$ cat src/hcpr_regs.svh
`ifndef HCPR_REGS_SVH
`define HCPR_REGS_SVH

// Register map, byte addresses on the processor port
`define HCPR_ADDR_W          16
`define HCPR_STRUCT_OFS      16'h0004
`define HCPR_CAP_OFS         16'h0008
`define HCPR_CAPLEN          16'h0020

// Structural word field values
`define HCPR_DEBUG_PORT      4'h0
`define HCPR_PORT_IND        1'b0
`define HCPR_CC_COUNT        4'h0
`define HCPR_PORTS_PER_CC    4'h0
`define HCPR_ROUTING         1'b0
`define HCPR_POWER_CTRL      1'b1
`define HCPR_PORT_COUNT      4'h1

// Capability word field values
`define HCPR_EXT_CAP_PTR     8'h00
`define HCPR_ISO_THRESH      4'h8
`define HCPR_ASYNC_PARK      1'b1
`define HCPR_PROG_FRAME_LIST 1'b1

// Strobe pins idle high, reset value of each synchroniser stage
`define HCPR_STROBE_IDLE     3'h7

`endif

$ cat src/hcpr_pkg.sv
package hcpr_pkg;

	typedef struct packed {
		logic [7:0] rsvd_hi;
		logic [3:0] debug_port_number;
		logic [2:0] rsvd_mid;
		logic       port_indicator;
		logic [3:0] companion_controller_count;
		logic [3:0] ports_per_companion;
		logic       port_routing_rules;
		logic [1:0] rsvd_lo;
		logic       port_power_control_support;
		logic [3:0] port_count;
	} hcpr_struct_word_t;

	typedef struct packed {
		logic [15:0] rsvd_hi;
		logic [7:0]  extended_capability_pointer;
		logic [3:0]  iso_schedule_threshold;
		logic        rsvd3;
		logic        async_park_capability;
		logic        programmable_frame_list_flag;
		logic        rsvd0;
	} hcpr_cap_word_t;

	typedef enum logic [2:0] {
		HCPR_IDLE  = 3'b001,
		HCPR_READ  = 3'b010,
		HCPR_WRITE = 3'b100
	} hcpr_fsm_t;

	// Strobe order in sync1, sync2, sync3 and filt: {cs, rd, wr}, all active low
	typedef struct packed {
		logic [2:0]  sync1;
		logic [2:0]  sync2;
		logic [2:0]  sync3;
		logic [2:0]  filt;
		hcpr_fsm_t   fsm;
		logic [15:0] addr;
		logic [31:0] rdata;
		logic        data_oe;
		logic        op_hit;
		logic        write_drop;
	} hcpr_state_t;

endpackage

$ cat src/hcpr_top.sv
`timescale 1ns/1ps
`include "hcpr_regs.svh"

module hcpr_top
	import hcpr_pkg::*;
#(
	parameter int ADDR_W = `HCPR_ADDR_W
) (
	input  wire logic              sys_clk,      // 250 MHz system clock
	input  wire logic              rstn,         // Synchronous reset, active low
	input  wire logic              clk_en,       // Freezes all state while low
	input  wire logic              cs_n_pin,     // Chip select pin, active low
	input  wire logic              rd_n_pin,     // Read strobe pin, active low
	input  wire logic              wr_n_pin,     // Write strobe pin, active low
	input  wire logic [ADDR_W-1:0] addr_pin,     // Byte address pins
	input  wire logic [31:0]       data_in,      // Data pins, inbound level
	output logic      [31:0]       data_out,     // Data pins, driven value
	output logic                   data_oe,      // High while driving data pins
	output logic                   op_space_sel, // Access falls in operational space
	output logic                   write_dropped // Pulse: write to this bank ignored
);

	localparam hcpr_state_t ST_RESET = '{
		sync1:      `HCPR_STROBE_IDLE,
		sync2:      `HCPR_STROBE_IDLE,
		sync3:      `HCPR_STROBE_IDLE,
		filt:       `HCPR_STROBE_IDLE,
		fsm:        HCPR_IDLE,
		addr:       16'h0000,
		rdata:      32'h0000_0000,
		data_oe:    1'b0,
		op_hit:     1'b0,
		write_drop: 1'b0
	};

	hcpr_struct_word_t struct_word;
	hcpr_cap_word_t    cap_word;
	hcpr_state_t       st;
	hcpr_state_t       next_st;
	logic [2:0]        agree;
	logic [15:0]       addr_w;

	hcpr_fields u_fields (
		.struct_word (struct_word),
		.cap_word    (cap_word)
	);

	assign addr_w = 16'(addr_pin);

	// Unmapped addresses read zero so a stray read never floats the bus
	function automatic logic [31:0] read_word(
		input logic [15:0]       a,
		input hcpr_struct_word_t sw,
		input hcpr_cap_word_t    cw
	);
		logic [31:0] w;
		w = 32'h0000_0000;
		if (a == `HCPR_STRUCT_OFS) begin
			w = sw;
		end else if (a == `HCPR_CAP_OFS) begin
			w = cw;
		end
		return w;
	endfunction

	function automatic logic in_op_space(input logic [15:0] a);
		return a >= `HCPR_CAPLEN;
	endfunction

	always_comb begin
		next_st            = st;
		next_st.sync1      = {cs_n_pin, rd_n_pin, wr_n_pin};
		next_st.sync2      = st.sync1;
		next_st.sync3      = st.sync2;
		next_st.write_drop = 1'b0;
		// A strobe level counts only once stages two and three agree
		agree              = ~(st.sync2 ^ st.sync3);
		next_st.filt       = (agree & st.sync3) | (~agree & st.filt);
		case (st.fsm)
			HCPR_IDLE: begin
				// Address is assumed stable by the time the filtered strobe shows
				if (!st.filt[2] && !st.filt[1]) begin
					next_st.addr    = addr_w;
					next_st.rdata   = read_word(addr_w, struct_word, cap_word);
					next_st.data_oe = 1'b1;
					next_st.op_hit  = in_op_space(addr_w);
					next_st.fsm     = HCPR_READ;
				end else if (!st.filt[2] && !st.filt[0]) begin
					// Data is ignored: every field here is a fixed value
					next_st.addr       = addr_w;
					next_st.write_drop = !in_op_space(addr_w);
					next_st.op_hit     = in_op_space(addr_w);
					next_st.fsm        = HCPR_WRITE;
				end
			end
			HCPR_READ: begin
				if (st.filt[2] || st.filt[1]) begin
					next_st.data_oe = 1'b0;
					next_st.op_hit  = 1'b0;
					next_st.fsm     = HCPR_IDLE;
				end
			end
			HCPR_WRITE: begin
				if (st.filt[2] || st.filt[0]) begin
					next_st.op_hit = 1'b0;
					next_st.fsm    = HCPR_IDLE;
				end
			end
			default: begin
				next_st = ST_RESET;
			end
		endcase
	end

	always_ff @(posedge sys_clk) begin
		if (!rstn) begin
			st <= ST_RESET;
		end else if (clk_en) begin
			st <= next_st;
		end
	end

	assign data_out      = st.rdata;
	assign data_oe       = st.data_oe;
	assign op_space_sel  = st.op_hit;
	assign write_dropped = st.write_drop;

	logic unused_data;
	assign unused_data = ^data_in;
endmodule // hcpr_top

$ cat src/hcpr_fields.sv
`timescale 1ns/1ps
`include "hcpr_regs.svh"

module hcpr_fields
	import hcpr_pkg::*;
#(
	parameter logic [3:0] PORT_COUNT = `HCPR_PORT_COUNT,
	parameter logic [3:0] ISO_THRESH = `HCPR_ISO_THRESH
) (
	output hcpr_struct_word_t struct_word, // Structural parameter word
	output hcpr_cap_word_t    cap_word     // Capability parameter word
);

	always_comb begin
		struct_word                            = '0;
		struct_word.debug_port_number          = `HCPR_DEBUG_PORT;
		struct_word.port_indicator             = `HCPR_PORT_IND;
		struct_word.companion_controller_count = `HCPR_CC_COUNT;
		struct_word.ports_per_companion        = `HCPR_PORTS_PER_CC;
		struct_word.port_routing_rules         = `HCPR_ROUTING;
		struct_word.port_power_control_support = `HCPR_POWER_CTRL;
		struct_word.port_count                 = PORT_COUNT;
	end

	always_comb begin
		cap_word                              = '0;
		cap_word.extended_capability_pointer  = `HCPR_EXT_CAP_PTR;
		cap_word.iso_schedule_threshold       = ISO_THRESH;
		cap_word.async_park_capability        = `HCPR_ASYNC_PARK;
		cap_word.programmable_frame_list_flag = `HCPR_PROG_FRAME_LIST;
	end

endmodule // hcpr_fields

$ cat config.mk
export PLATFORM = sky130hd
export DESIGN_NAME = hcpr_top
export DESIGN_NICKNAME = d
export VERILOG_FILES = /design/src/hcpr_pkg.sv /design/src/hcpr_top.sv /design/src/hcpr_fields.sv
export VERILOG_INCLUDE_DIRS = /design/src
export SDC_FILE = /design/constraint.sdc
export NUM_CORES = 1
export LEC_CHECK = 0
export BUFFER_PORTS_ARGS = -buffer_cell sky130_fd_sc_hd__buf_4
export CORE_MARGIN = 1
export CORE_UTILIZATION = 50
export CTS_BUF_LIST = sky130_fd_sc_hd__clkbuf_4 sky130_fd_sc_hd__clkbuf_8
export DETAILED_ROUTE_END_ITERATION = 16
export HOLD_SLACK_MARGIN = 0.15
export PLACE_DENSITY = 0.85
export REMOVE_ABC_BUFFERS = 1
export SLEW_MARGIN = 20
export SYNTH_ARGS = -nofsm -noshare
export SYNTH_HDL_FRONTEND = slang
export SYNTH_HIERARCHICAL = 1
export SYNTH_SLANG_ARGS = --single-unit
$ cat constraint.sdc
create_clock -name sys_clk -period 1.5 [get_ports sys_clk]
set_input_delay 0.075 -clock sys_clk [delete_from_list [all_inputs] [get_ports sys_clk]]
set_output_delay 0.075 -clock sys_clk [all_outputs]
set_load 0.005 [all_outputs]
**Word level (Yosys, flattened, before mapping)**

Index checks and enable logic that the tools add are counted.

- $lt $le $gt $ge: 1
- Equality and inequality tests: 9
- Multiplexer cells: 18
- Bitwise operators: 8
- Reduce and logical (&&, ||, !) cells: 13

Operators with widths:

| operator | count |
|---|---|
| 32-bit one-hot mux with 2 select lines | 1 |
| 19-bit two-way mux | 2 |
| 33-bit two-way mux | 1 |
| 16-bit by 3-bit == test with 1-bit output, second input constant | 1 |
| 16-bit by 4-bit == test with 1-bit output, second input constant | 1 |
| 16-bit by 6-bit greater-or-equal comparator with 1-bit output, second input constant | 1 |
| 8-bit two-way mux | 2 |
| 12-bit two-way mux | 1 |
| 3-bit one-hot mux with 3 select lines | 1 |
| 4-bit AND reduction | 2 |
| 3-bit AND | 2 |
| 3-bit two-way mux | 2 |
| 2-bit != test, second input constant | 3 |
| 3-bit inverter | 2 |
| 1-bit one-hot mux with 3 select lines | 2 |
| 1-bit zero test | 4 |
| 1-bit two-way mux | 4 |
| 2-bit two-way mux | 2 |
| 3-bit by 1-bit == test with 1-bit output, second input constant | 1 |
| 3-bit by 2-bit == test with 1-bit output, second input constant | 1 |
| 3-bit == test, second input constant | 1 |
| 3-bit != test, second input constant | 1 |
| 3-bit OR | 1 |
| 3-bit AND reduction | 1 |
| other kinds (6) | 9 |

- Flip-flop bits (word level): 50
- Output and inout bits: 35
- Logic and storage cells: 58

**Longest topological paths before layout**

Gate-level depths: netlist of run 1.

- Word-level depth: 6
- Depth in mapped cells: 6
- Mapped depth without buffers: 4

**Modules after synthesis**

The synthesis of run 1 kept the hierarchy.

Modules (own cells, without submodules):

| module | times used | cells each | area each (um^2) | sequential area each (um^2) |
|---|---|---|---|---|
| hcpr_top | 1 | 254 | 2612.5 | 1001.0 |
| hcpr_fields | 1 | 66 | 488.0 | 0.0 |

**Worst setup path before layout of run 1**

Ideal clock, no wire load.

- Path kind: reg-to-reg
- Start point: reg st[53] (netlist bit)
- End point: reg st[65] (netlist bit)
- Library setup time: 0.132 ns
- Arrival: 1.357 ns
- Data required time: 1.368 ns
- Slack: 0.012 ns
- Stages on the path, launching flop included: 6
- Period minus slack after synthesis: 1.488 ns
- Cell sequence: dfxtp_1 -> or3b_1 -> o21a_1 -> buf_2 -> nor3b_1 -> o21ai_1

- Longest elaborated chain between the ends: 3
- Elaborated cells on any way between the ends: 5
- Those cells by class: 3 x eq/ne; 1 x mux; 1 x reduce/logical

Ends and longest elaborated chain:

| element | line | source |
|---|---|---|
| start: declaration | hcpr_top.sv:38 | `hcpr_state_t st;` |
| start signal: assignment | hcpr_top.sv:119 | `st <= next_st;` |
| 3-bit == test, or another cell as far along | hcpr_top.sv:79 | `case (st.fsm)` |
| 3-bit OR reduction (no line) * | - |  |
| 12-bit two-way mux * | hcpr_top.sv:79 |  |

Every way passes the cells marked *; elsewhere a longest branch is shown, timed or not.
A chain may end at the register's enable or synchronous reset.

**Worst setup path after layout of run 1**

- Start point: reg st[52] (netlist bit)
- End point: reg st[51] (netlist bit)

- Longest elaborated chain between the ends: 3
- Elaborated cells on any way between the ends: 8
- Those cells by class: 6 x eq/ne; 1 x mux; 1 x reduce/logical

Ends and longest elaborated chain:

| element | line |
|---|---|
| 3-bit by 1-bit == test with 1-bit output, or another cell as far along | hcpr_top.sv:79 |
| 3-bit != test (no line) or 2-bit != test (tied branches) | - |
| 4-bit AND reduction (no line) | - |

Parallel ways exist; a longest one is shown, timed or not.

==> results.py, run 1 <==
metrics = {
    "critical_path": {
        "crit_type": "reg2reg",
        "worst-path-max-fanout": 7,
        "reg2reg_slack_ns": -0.02,
        "cp_slowest_cell": "or3b_4",
        "cp-start-kind": "flop",
        "endpoint_kind": "flop",
        "worstPathCellList": "or3b_4 > buf_6 > o31ai_4 > o21ai_0 > o211ai_1",
        "cp.arrival_ns": 1.74,
        "critPathMaxStageDelay_ns": 0.41,
        "critPathRequiredTime_ns": 1.72,
    },
    "die": {
        "fp-row-count": 28,
        "ios": 89,
        "die_x_um": 80.7,
        "start_util_pct": 52.1,
        "die_y_um": 80.7,
        "die_area_um2": 6520,
        "core_um2": 5960,
    },
    "drt": {
        "drc_errors": 0,
        "wire_per_inst_um": 13.0,
        "drt_wl_total_mm": 5.64,
        "drtIter0Drc": 94,
        "dr.pass1.iters": 4,
        "ant_nets": 0,
        "num_vias": 2121,
        "via_per_inst": 4.89,
    },
    "clock_tree": {
        "cts_buffers": 5,
        "cts_num_sinks": 50,
        "clock_path_buffers": 2,
        "cts_tree": "done",
        "clock_latency_ns": 0.30,
        "cts_max_level": 2,
        "clk_pin_slew_worst_paths_ns": 0.09,
        "cts-root-buf": "clkbuf_8",
    },
    "grt": {
        "grt_pass1_vias": 2018,
        "antenna_found_initial": 0,
        "overflow": 0,
        "grt_pass1_wl_mm": 9.13,
        "grt_max_degree": 24,
        "grt.total_usage_pct": 17.8,
    },
    "outcome": {
        "status": "finished with violations",
        "violations": "negative setup slack",
    },
    "placed_design": {
        "dp_hpwl_mm": 3.85,
        "numPortBuffers": 56,
        "finalWeightedCongestion": 0.778,
        "place_ws_ns": -0.124,
        "dp_cells": 412,
    },
    "layout": {
        "regArea_um2": 1010,
        "stdcell_count": 434,
        "layout_commonest_cell": "buf_4",
        "fin_nets": 412,
        "diodes": 0,
        "final_util_pct": 58.3,
        "drive_above_1_share_pct": 38.4,
        "final_cell_mix": "buf_4 (76), conb_1 (64), dfxtp_1 (47)",
        "fill_cells": 507,
        "multi_input_area_um2": 1540,
        "area_growth_syn_to_layout_pct": 12.1,
    },
    "power_and_ir_drop": {
        "peakVddDrop_mv": 0.572,
        "leakage_nw": 1.40,
        "p_per_area_nw_per_um2": 749,
    },
    "yosys": {
        "synth.distinct_cells": 39,
        "synth_top_area_cell": "dfxtp_1",
        "ys_seq_area_share_pct": 32.3,
        "async_flop_share_pct": 0,
        "synth_top_area_share_pct": 32.3,
        "synth.area.top_cells": "dfxtp_1 (32%), buf_4 (24%), o2bb2ai_2 (15%)",
        "synth_warnings": 6,
        "synth_flop_cell": "dfxtp_1",
        "netlist_instances": 320,
        "syn_area_um2": 3100,
        "ys_ff_latch": 50,
        "synth_edf_count": 0,
        "syn_avg_cell_area_um2": 9.69,
    },
    "sta": {
        "drv_slew": 0,
        "worst_slew_pin_slew_ns": 0.623,
        "hold_violations": 0,
        "setup_viol": 3,
        "maxSlewHeadroom_pct": 58.3,
        "tns_ns": -0.0349,
        "fin_crit_sh_pct": 101,
        "rsz0062_at_grt": "yes",
        "worst_hold_slack_ns": 0.155,
        "setup_slack_ns": -0.0191,
        "clock.fmax_ghz": 0.658,
        "fin_worst_skew_ns": 0.00874,
        "period_needed_ns": 1.52,
    },
    "job": {
        "cap_violations": 0,
    },
    "min_path": {
        "hold_path_class": "in2reg",
    },
}
registers in the layout, summed over array words and instances (netlist names):
register and flops:
st 15, write_dropped 1, data_out 32, data_oe 1
op_space_sel 1
Yosys cell counts (all sizes together), types with 2 or more instances:
cell type and instances:
o22ai 3, nand2b 5, o2bb2ai 32, nor3b 8, nor2b 3, conb 2, nand2 6, clkbuf 13
buf 104, nor3 2, nor2 18, a21oi 6, dfxtp 50, o21a 2, o221a 2, o21ai 13
nor4 2, or3b 2, o21ba 2, a22oi 32
metal layers:
layer  vias up  routed length (um)  GRT usage (%)
met1      1007                2430           21.3
met4         0                  51           5.00
met3         7                 231           3.26
met5         -                   0              0
li1       1057                   -              -
met2        50                2920           32.4
timing repair:
action,CTS,global route
buffers inserted,3,4
endpoints found under the setup margin,24,43
hold endpoints to repair,19,0
pin swaps,1,6
hold buffers,5,0
resized for setup,5,9
gates cloned,0,2
logic make-up (layout without fill, tap and decap cells):
| kind of cell | after synthesis | count (layout) | synth area share [%] |
|---|---|---|---|
| muxes | 1 | 1 | 0.323 |
| other | 2 | 64 | 0.242 |
| AOI/OAI and AO/OA | 96 | 96 | 29.9 |
| DFF | 50 | 50 | 32.3 |
| and+or+nand+nor | 53 | 53 | 10.0 |
| xor gates and xnor gates | 1 | 1 | 0.283 |
| buffers and inverters | 117 | 94 | 27.0 |
critical path, delay by kind of cell (launching register included):
family | cells | cell delay, ns
flops | 1 | 0.38
compound gates | 3 | 0.53
simple gates | 1 | 0.41
buf+inv | 1 | 0.13
layout make-up:
class                           instances  share of cell area (%)
Multi-Input combinational cell        215                    44.2
Sequential cell                        50                    29.1
Timing Repair Buffer                   86                    20.8
Tap cell                               75                    2.70
Clock buffer                            7                    2.41
Clock inverter                          1                   0.864
path summary, 6_finish.rpt:
path,start,to,depth (start not counted)
max,st[52]$_SDFFE_PN0P_,st[51]$_SDFFE_PN1P_,5
min,addr_pin[4],data_out[1]$_SDFFE_PN0P_,4
max reg2reg,st[52]$_SDFFE_PN0P_,st[51]$_SDFFE_PN1P_,5
min reg2reg,data_out[8]$_SDFFE_PN0P_,data_out[8]$_SDFFE_PN0P_,1
through the flow:
step / instance area (um2) / total power, mW
2_1_floorplan: 2500 / 1.50
5_1_grt: 3470 / 2.71
3_5_place_dp: 3160 / 1.61
6_report: 3470 / 2.60
4_1_cts: 3360 / 2.59
3_3_place_gp: 3160 / 1.61
power breakdown:
group	switching (mW)	total, mW	internal (mW)
Combinational	0.155	0.288	0.133
Sequential	0.00524	1.34	1.33
Clock	0.442	0.978	0.536
Total	0.602	2.60	2.00
No activity file was read; power rests on OpenSTA's default activity.
==> run 2: changes to the inputs <==
--- a/config.mk
+++ b/config.mk
@@ -14,6 +14,7 @@
 export HOLD_SLACK_MARGIN = 0.15
 export PLACE_DENSITY = 0.85
 export REMOVE_ABC_BUFFERS = 1
+export SKIP_CTS_REPAIR_TIMING = 1
 export SLEW_MARGIN = 20
 export SYNTH_ARGS = -nofsm -noshare
 export SYNTH_HDL_FRONTEND = slang
==> run 2 against run 1 <==
Compared with the run above: the run now ends clean; critical path depth unchanged; clock skew increased by 0.0016 ns; count of clock-buffer cells in the layout unchanged; wire length decreased by 2.8%; setup slack improved by 0.034 ns; sequential share of layout area increased by 0.62 points; via count decreased by 0.85%; critical path type unchanged; critical endpoint is now op_space_sel$_SDFFE_PN0P_.
==> results.py, run 2 (same netlist as run 1, synthesis figures left out) <==
metrics = {
    "critical_path": {
        "cp-start-kind": "flop",
        "endpoint_kind": "flop",
        "worst_r2r_path_depth": 5,
        "cp.arrival_ns": 1.72,
        "worst-path-max-fanout": 6,
        "critPathRequiredTime_ns": 1.73,
        "crit_type": "reg2reg",
    },
    "power_and_ir_drop": {
        "leakage_nw": 1.36,
        "peakVddDrop_mv": 0.581,
        "finalPower_mw": 2.58,
        "p_per_area_nw_per_um2": 760,
    },
    "drt": {
        "wire_per_inst_um": 12.7,
        "dr.pass1.iters": 4,
        "num_vias": 2103,
        "drc_errors": 0,
        "drtIter0Drc": 71,
        "via_per_inst": 4.89,
        "ant_nets": 0,
        "drt_wl_total_mm": 5.48,
    },
    "placed_design": {
        "place_area_um2": 3160,
        "place_ws_ns": -0.124,
        "finalWeightedCongestion": 0.778,
        "numPortBuffers": 56,
        "dp_hpwl_mm": 3.85,
    },
    "grt": {
        "grt_max_degree": 24,
        "grt.total_usage_pct": 17.3,
        "overflow": 0,
        "grt_pass1_vias": 1967,
        "grt_pass1_wl_mm": 8.87,
        "antenna_found_initial": 0,
    },
    "sta": {
        "fin_crit_sh_pct": 99.0,
        "worst_slew_pin_slew_ns": 0.597,
        "fin_worst_skew_ns": 0.0103,
        "setup_slack_ns": 0.0144,
        "hold_violations": 0,
        "clock.fmax_ghz": 0.673,
        "setup_viol": 0,
        "maxSlewHeadroom_pct": 60.0,
        "period_needed_ns": 1.49,
        "drv_slew": 0,
        "worst_hold_slack_ns": 0.0697,
        "rsz0062_at_grt": "yes",
    },
    "min_path": {
        "hold_path_class": "in2reg",
        "holdPathStages": 3,
    },
    "clock_tree": {
        "cts_max_level": 2,
        "cts_num_sinks": 50,
        "clock_latency_ns": 0.30,
        "clk_pin_slew_worst_paths_ns": 0.09,
        "cts-root-buf": "clkbuf_8",
        "cts_buffers": 5,
        "cts_tree": "done",
        "clock_path_buffers": 2,
    },
    "job": {
        "cap_violations": 0,
    },
    "layout": {
        "diodes": 0,
        "final_cell_area_um2": 3390,
        "area_growth_syn_to_layout_pct": 9.44,
        "fill_cells": 515,
        "layout_commonest_cell": "buf_4",
        "final_util_pct": 57.0,
        "largest_reg_flops": 32,
        "final_cell_mix": "buf_4 (74), conb_1 (64), dfxtp_1 (47)",
        "fin_nets": 408,
        "drive_above_1_share_pct": 37.2,
    },
    "die": {
        "fp-row-count": 28,
        "die_area_um2": 6520,
        "ios": 89,
        "die_x_um": 80.7,
        "start_util_pct": 52.1,
        "core_um2": 5960,
        "die_y_um": 80.7,
    },
    "outcome": {
        "status": "completed",
    },
}
-- run 2: layout make-up --
class                      count  area (um2)  share of cell area, %
multi-input combinational    215        1520                   44.8
sequential                    50        1010                   29.7
clock inverter                 1        30.0                  0.885
timing repair buffer          82         657                   19.4
clock buffer                   7        83.8                   2.47
tap                           75        93.8                   2.77
-- run 2: worst max-delay path: stages, from the launching register on --
cell	delay, ns
dfxtp_4	0.37
or3b_4	0.41
buf_6	0.13
o31ai_4	0.23
nor2_2	0.09
mux2i_1	0.17
-- run 2: final timing paths --
check / start / end / slack, ns
min: rstn / st[52]$_SDFFE_PN0P_ / 0.07
min reg2reg: data_out[8]$_SDFFE_PN0P_ / data_out[8]$_SDFFE_PN0P_ / 0.47
max: st[51]$_SDFFE_PN1P_ / op_space_sel$_SDFFE_PN0P_ / 0.01
max reg2reg: st[51]$_SDFFE_PN1P_ / op_space_sel$_SDFFE_PN0P_ / 0.01
-- run 2: layer usage --
metal | part of all wire, % | wire length [um] | vias up | GRT usage [%]
met1 | 44 | 2410 | 996 | 21.0
met4 | 0.84 | 46 | 0 | 5.00
met2 | 51 | 2810 | 48 | 31.0
met5 | 0 | 0 | - | 0
li1 | - | - | 1052 | -
met3 | 3.8 | 210 | 7 | 3.26
-- run 2: where the power goes --
part | internal (mW) | switching, mW | total (mW) | leakage [nW]
logic | 0.114 | 0.146 | 0.260 | 0.894
clock network | 0.536 | 0.445 | 0.981 | 0.0593
registers | 1.33 | 0.00528 | 1.34 | 0.405
total | 1.98 | 0.596 | 2.58 | 1.36
-- run 2: metrics by stage --
stage               TNS (ns)  std cells
floorplan             -10.14        265
global placement      -0.409        412
detailed placement    -0.731        412
CTS                   -0.959        420
global route          -0.716        430
finish                     0        430
==> run 3: changes to the inputs <==
==> constraint.sdc (replaced) <==
create_clock -name sys_clk -period 1.5 [get_ports sys_clk]
set_input_delay 0.15 -clock sys_clk [delete_from_list [all_inputs] [get_ports sys_clk]]
set_output_delay 0.15 -clock sys_clk [all_outputs]
set_load 0.005 [all_outputs]
==> run 3 against run 2 <==
Compared with the run above: maximum frequency decreased by 0.90%; utilization increased by 0.25 points; count of clock-buffer cells in the layout fell by 2; clock power decreased by 0.6%; wire length grew 2.4%; via count shrank 2.3%; final cell count unchanged; total power up 0.27%; first-iteration DRC count increased by 31%; largest cell class unchanged.
==> results.py, run 3 (same netlist as run 1, synthesis figures left out) <==
metrics = {
    "placed_design": {
        "dp_cells": 415,
        "dp_hpwl_mm": 3.91,
        "numPortBuffers": 56,
        "finalWeightedCongestion": 0.786,
        "place_area_um2": 3170,
    },
    "sta": {
        "tns_ns": 0,
        "worst_slew_pin_slew_ns": 0.528,
        "fin_worst_skew_ns": 0.00864,
        "drv_slew": 0,
        "maxSlewHeadroom_pct": 64.3,
        "setup_viol": 0,
        "clock.fmax_ghz": 0.667,
        "period_needed_ns": 1.50,
        "fin_crit_sh_pct": 99.9,
        "rsz0062_at_grt": "yes",
        "hold_violations": 0,
    },
    "drt": {
        "drc_errors": 0,
        "drt_wl_total_mm": 5.61,
        "via_per_inst": 4.78,
        "drtIter0Drc": 93,
        "dr.pass1.iters": 4,
        "ant_nets": 0,
        "wire_per_inst_um": 13.0,
        "num_vias": 2054,
    },
    "grt": {
        "grt_max_degree": 23,
        "grt.total_usage_pct": 17.3,
        "antenna_found_initial": 0,
        "overflow": 0,
        "grt_pass1_vias": 1881,
        "grt_pass1_wl_mm": 8.71,
    },
    "power_and_ir_drop": {
        "leakage_nw": 1.36,
        "peakVddDrop_mv": 0.690,
        "p_per_area_nw_per_um2": 759,
    },
    "clock_tree": {
        "clk_pin_slew_worst_paths_ns": 0.10,
        "clock_latency_ns": 0.31,
        "cts_num_sinks": 50,
        "cts_tree": "done",
        "cts_max_level": 2,
        "clock_path_buffers": 2,
        "cts-root-buf": "clkbuf_8",
        "cts_buffers": 5,
    },
    "outcome": {
        "status": "completed",
    },
    "die": {
        "core_um2": 5960,
        "ios": 89,
        "fp-row-count": 28,
        "die_x_um": 80.7,
        "start_util_pct": 52.1,
        "die_y_um": 80.7,
        "die_area_um2": 6520,
    },
    "layout": {
        "final_cell_area_um2": 3410,
        "fill_cells": 514,
        "area_growth_syn_to_layout_pct": 9.93,
        "largest_reg_flops": 32,
        "stdcell_count": 430,
        "drive_above_1_share_pct": 38.0,
        "diodes": 0,
        "final_cell_mix": "buf_4 (75), conb_1 (64), dfxtp_1 (47)",
        "layout_commonest_cell": "buf_4",
        "fin_nets": 408,
        "final_util_pct": 57.2,
    },
    "critical_path": {
        "endpoint_kind": "flop",
        "critPathRequiredTime_ns": 1.74,
        "r2r_start": "st[51]$_SDFFE_PN1P_",
        "reg2reg_slack_ns": 0.0009,
        "cp-endpoint": "data_out[0]$_SDFFE_PN0P_",
        "worst_r2r_path_depth": 4,
        "cp.arrival_ns": 1.74,
        "worst-path-max-fanout": 7,
        "rr_endpoint": "data_out[0]$_SDFFE_PN0P_",
        "cp-startpoint": "st[51]$_SDFFE_PN1P_",
        "cp-start-kind": "flop",
        "crit_type": "reg2reg",
    },
    "job": {
        "cap_violations": 0,
    },
    "min_path": {
        "hold_path_class": "in2reg",
    },
}
[run 3: changes by cell type in the layout (fill, tap and decap cells not counted), sizes merged]
cell,change
clkinvlp,+2
clkbuf,-1
dlygate4sd3,-1
[run 3: worst min-delay path by stage]
stage	slack, ns	to	start	cells past startpoint
final	0.21	data_out[1]$_SDFFE_PN0P_	addr_pin[4]	4
after global routing	0.21	data_out[2]$_SDFFE_PN0P_	addr_pin[4]	4
after CTS	0.08	st[64]$_SDFFE_PN1P_	rd_n_pin	3
after detailed placement	0.40	st[64]$_SDFFE_PN1P_	rd_n_pin	3
after global placement	0.39	st[63]$_SDFFE_PN1P_	wr_n_pin	3
after floorplan	0.21	st[56]$_SDFFE_PN1P_	rstn	1
[run 3: routing by layer]
layer | GRT usage (%) | part of all wire [%] | vias up
li1 | - | - | 1049
met1 | 20.7 | 45 | 962
met2 | 31.3 | 51 | 39
met3 | 3.71 | 3.2 | 4
met4 | 4.29 | 0.82 | 0
met5 | 0 | 0 | -
[run 3: report_power, final]
group	internal [mW]	switching [mW]	leakage (nW)
sequential	1.33	0.00536	0.405
combinational	0.123	0.149	0.906
clock	0.497	0.478	0.0504
[run 3: metrics by stage]
| stage | hold WS, ns | total power [mW] | setup WS [ns] |
|---|---|---|---|
| final | 0.211 | 2.59 | 0.000868 |
| after global routing | 0.208 | 2.71 | -0.0886 |
| after CTS | 0.0772 | 2.57 | -0.143 |
| after detailed placement | 0.398 | 1.61 | -0.113 |
| after global placement | 0.391 | 1.61 | -0.0679 |
| after floorplan | 0.212 | 1.50 | -0.476 |
[run 3: layout make-up]
cell class / instances / area [um2] / area share (%)
multi-input cells: 215 / 1530 / 45.0
clock inverters: 3 / 45.0 / 1.32
well taps: 75 / 93.8 / 2.75
clock buffers: 5 / 68.8 / 2.02
repair buffers: 82 / 659 / 19.3
flip-flops and latches: 50 / 1010 / 29.6
[run 3: critical path: stages (launching register included)]
cell       delay [ns]
dfxtp_4          0.38
or3b_4           0.42
nor3_4           0.29
nand3_4          0.17
o2bb2ai_1        0.16
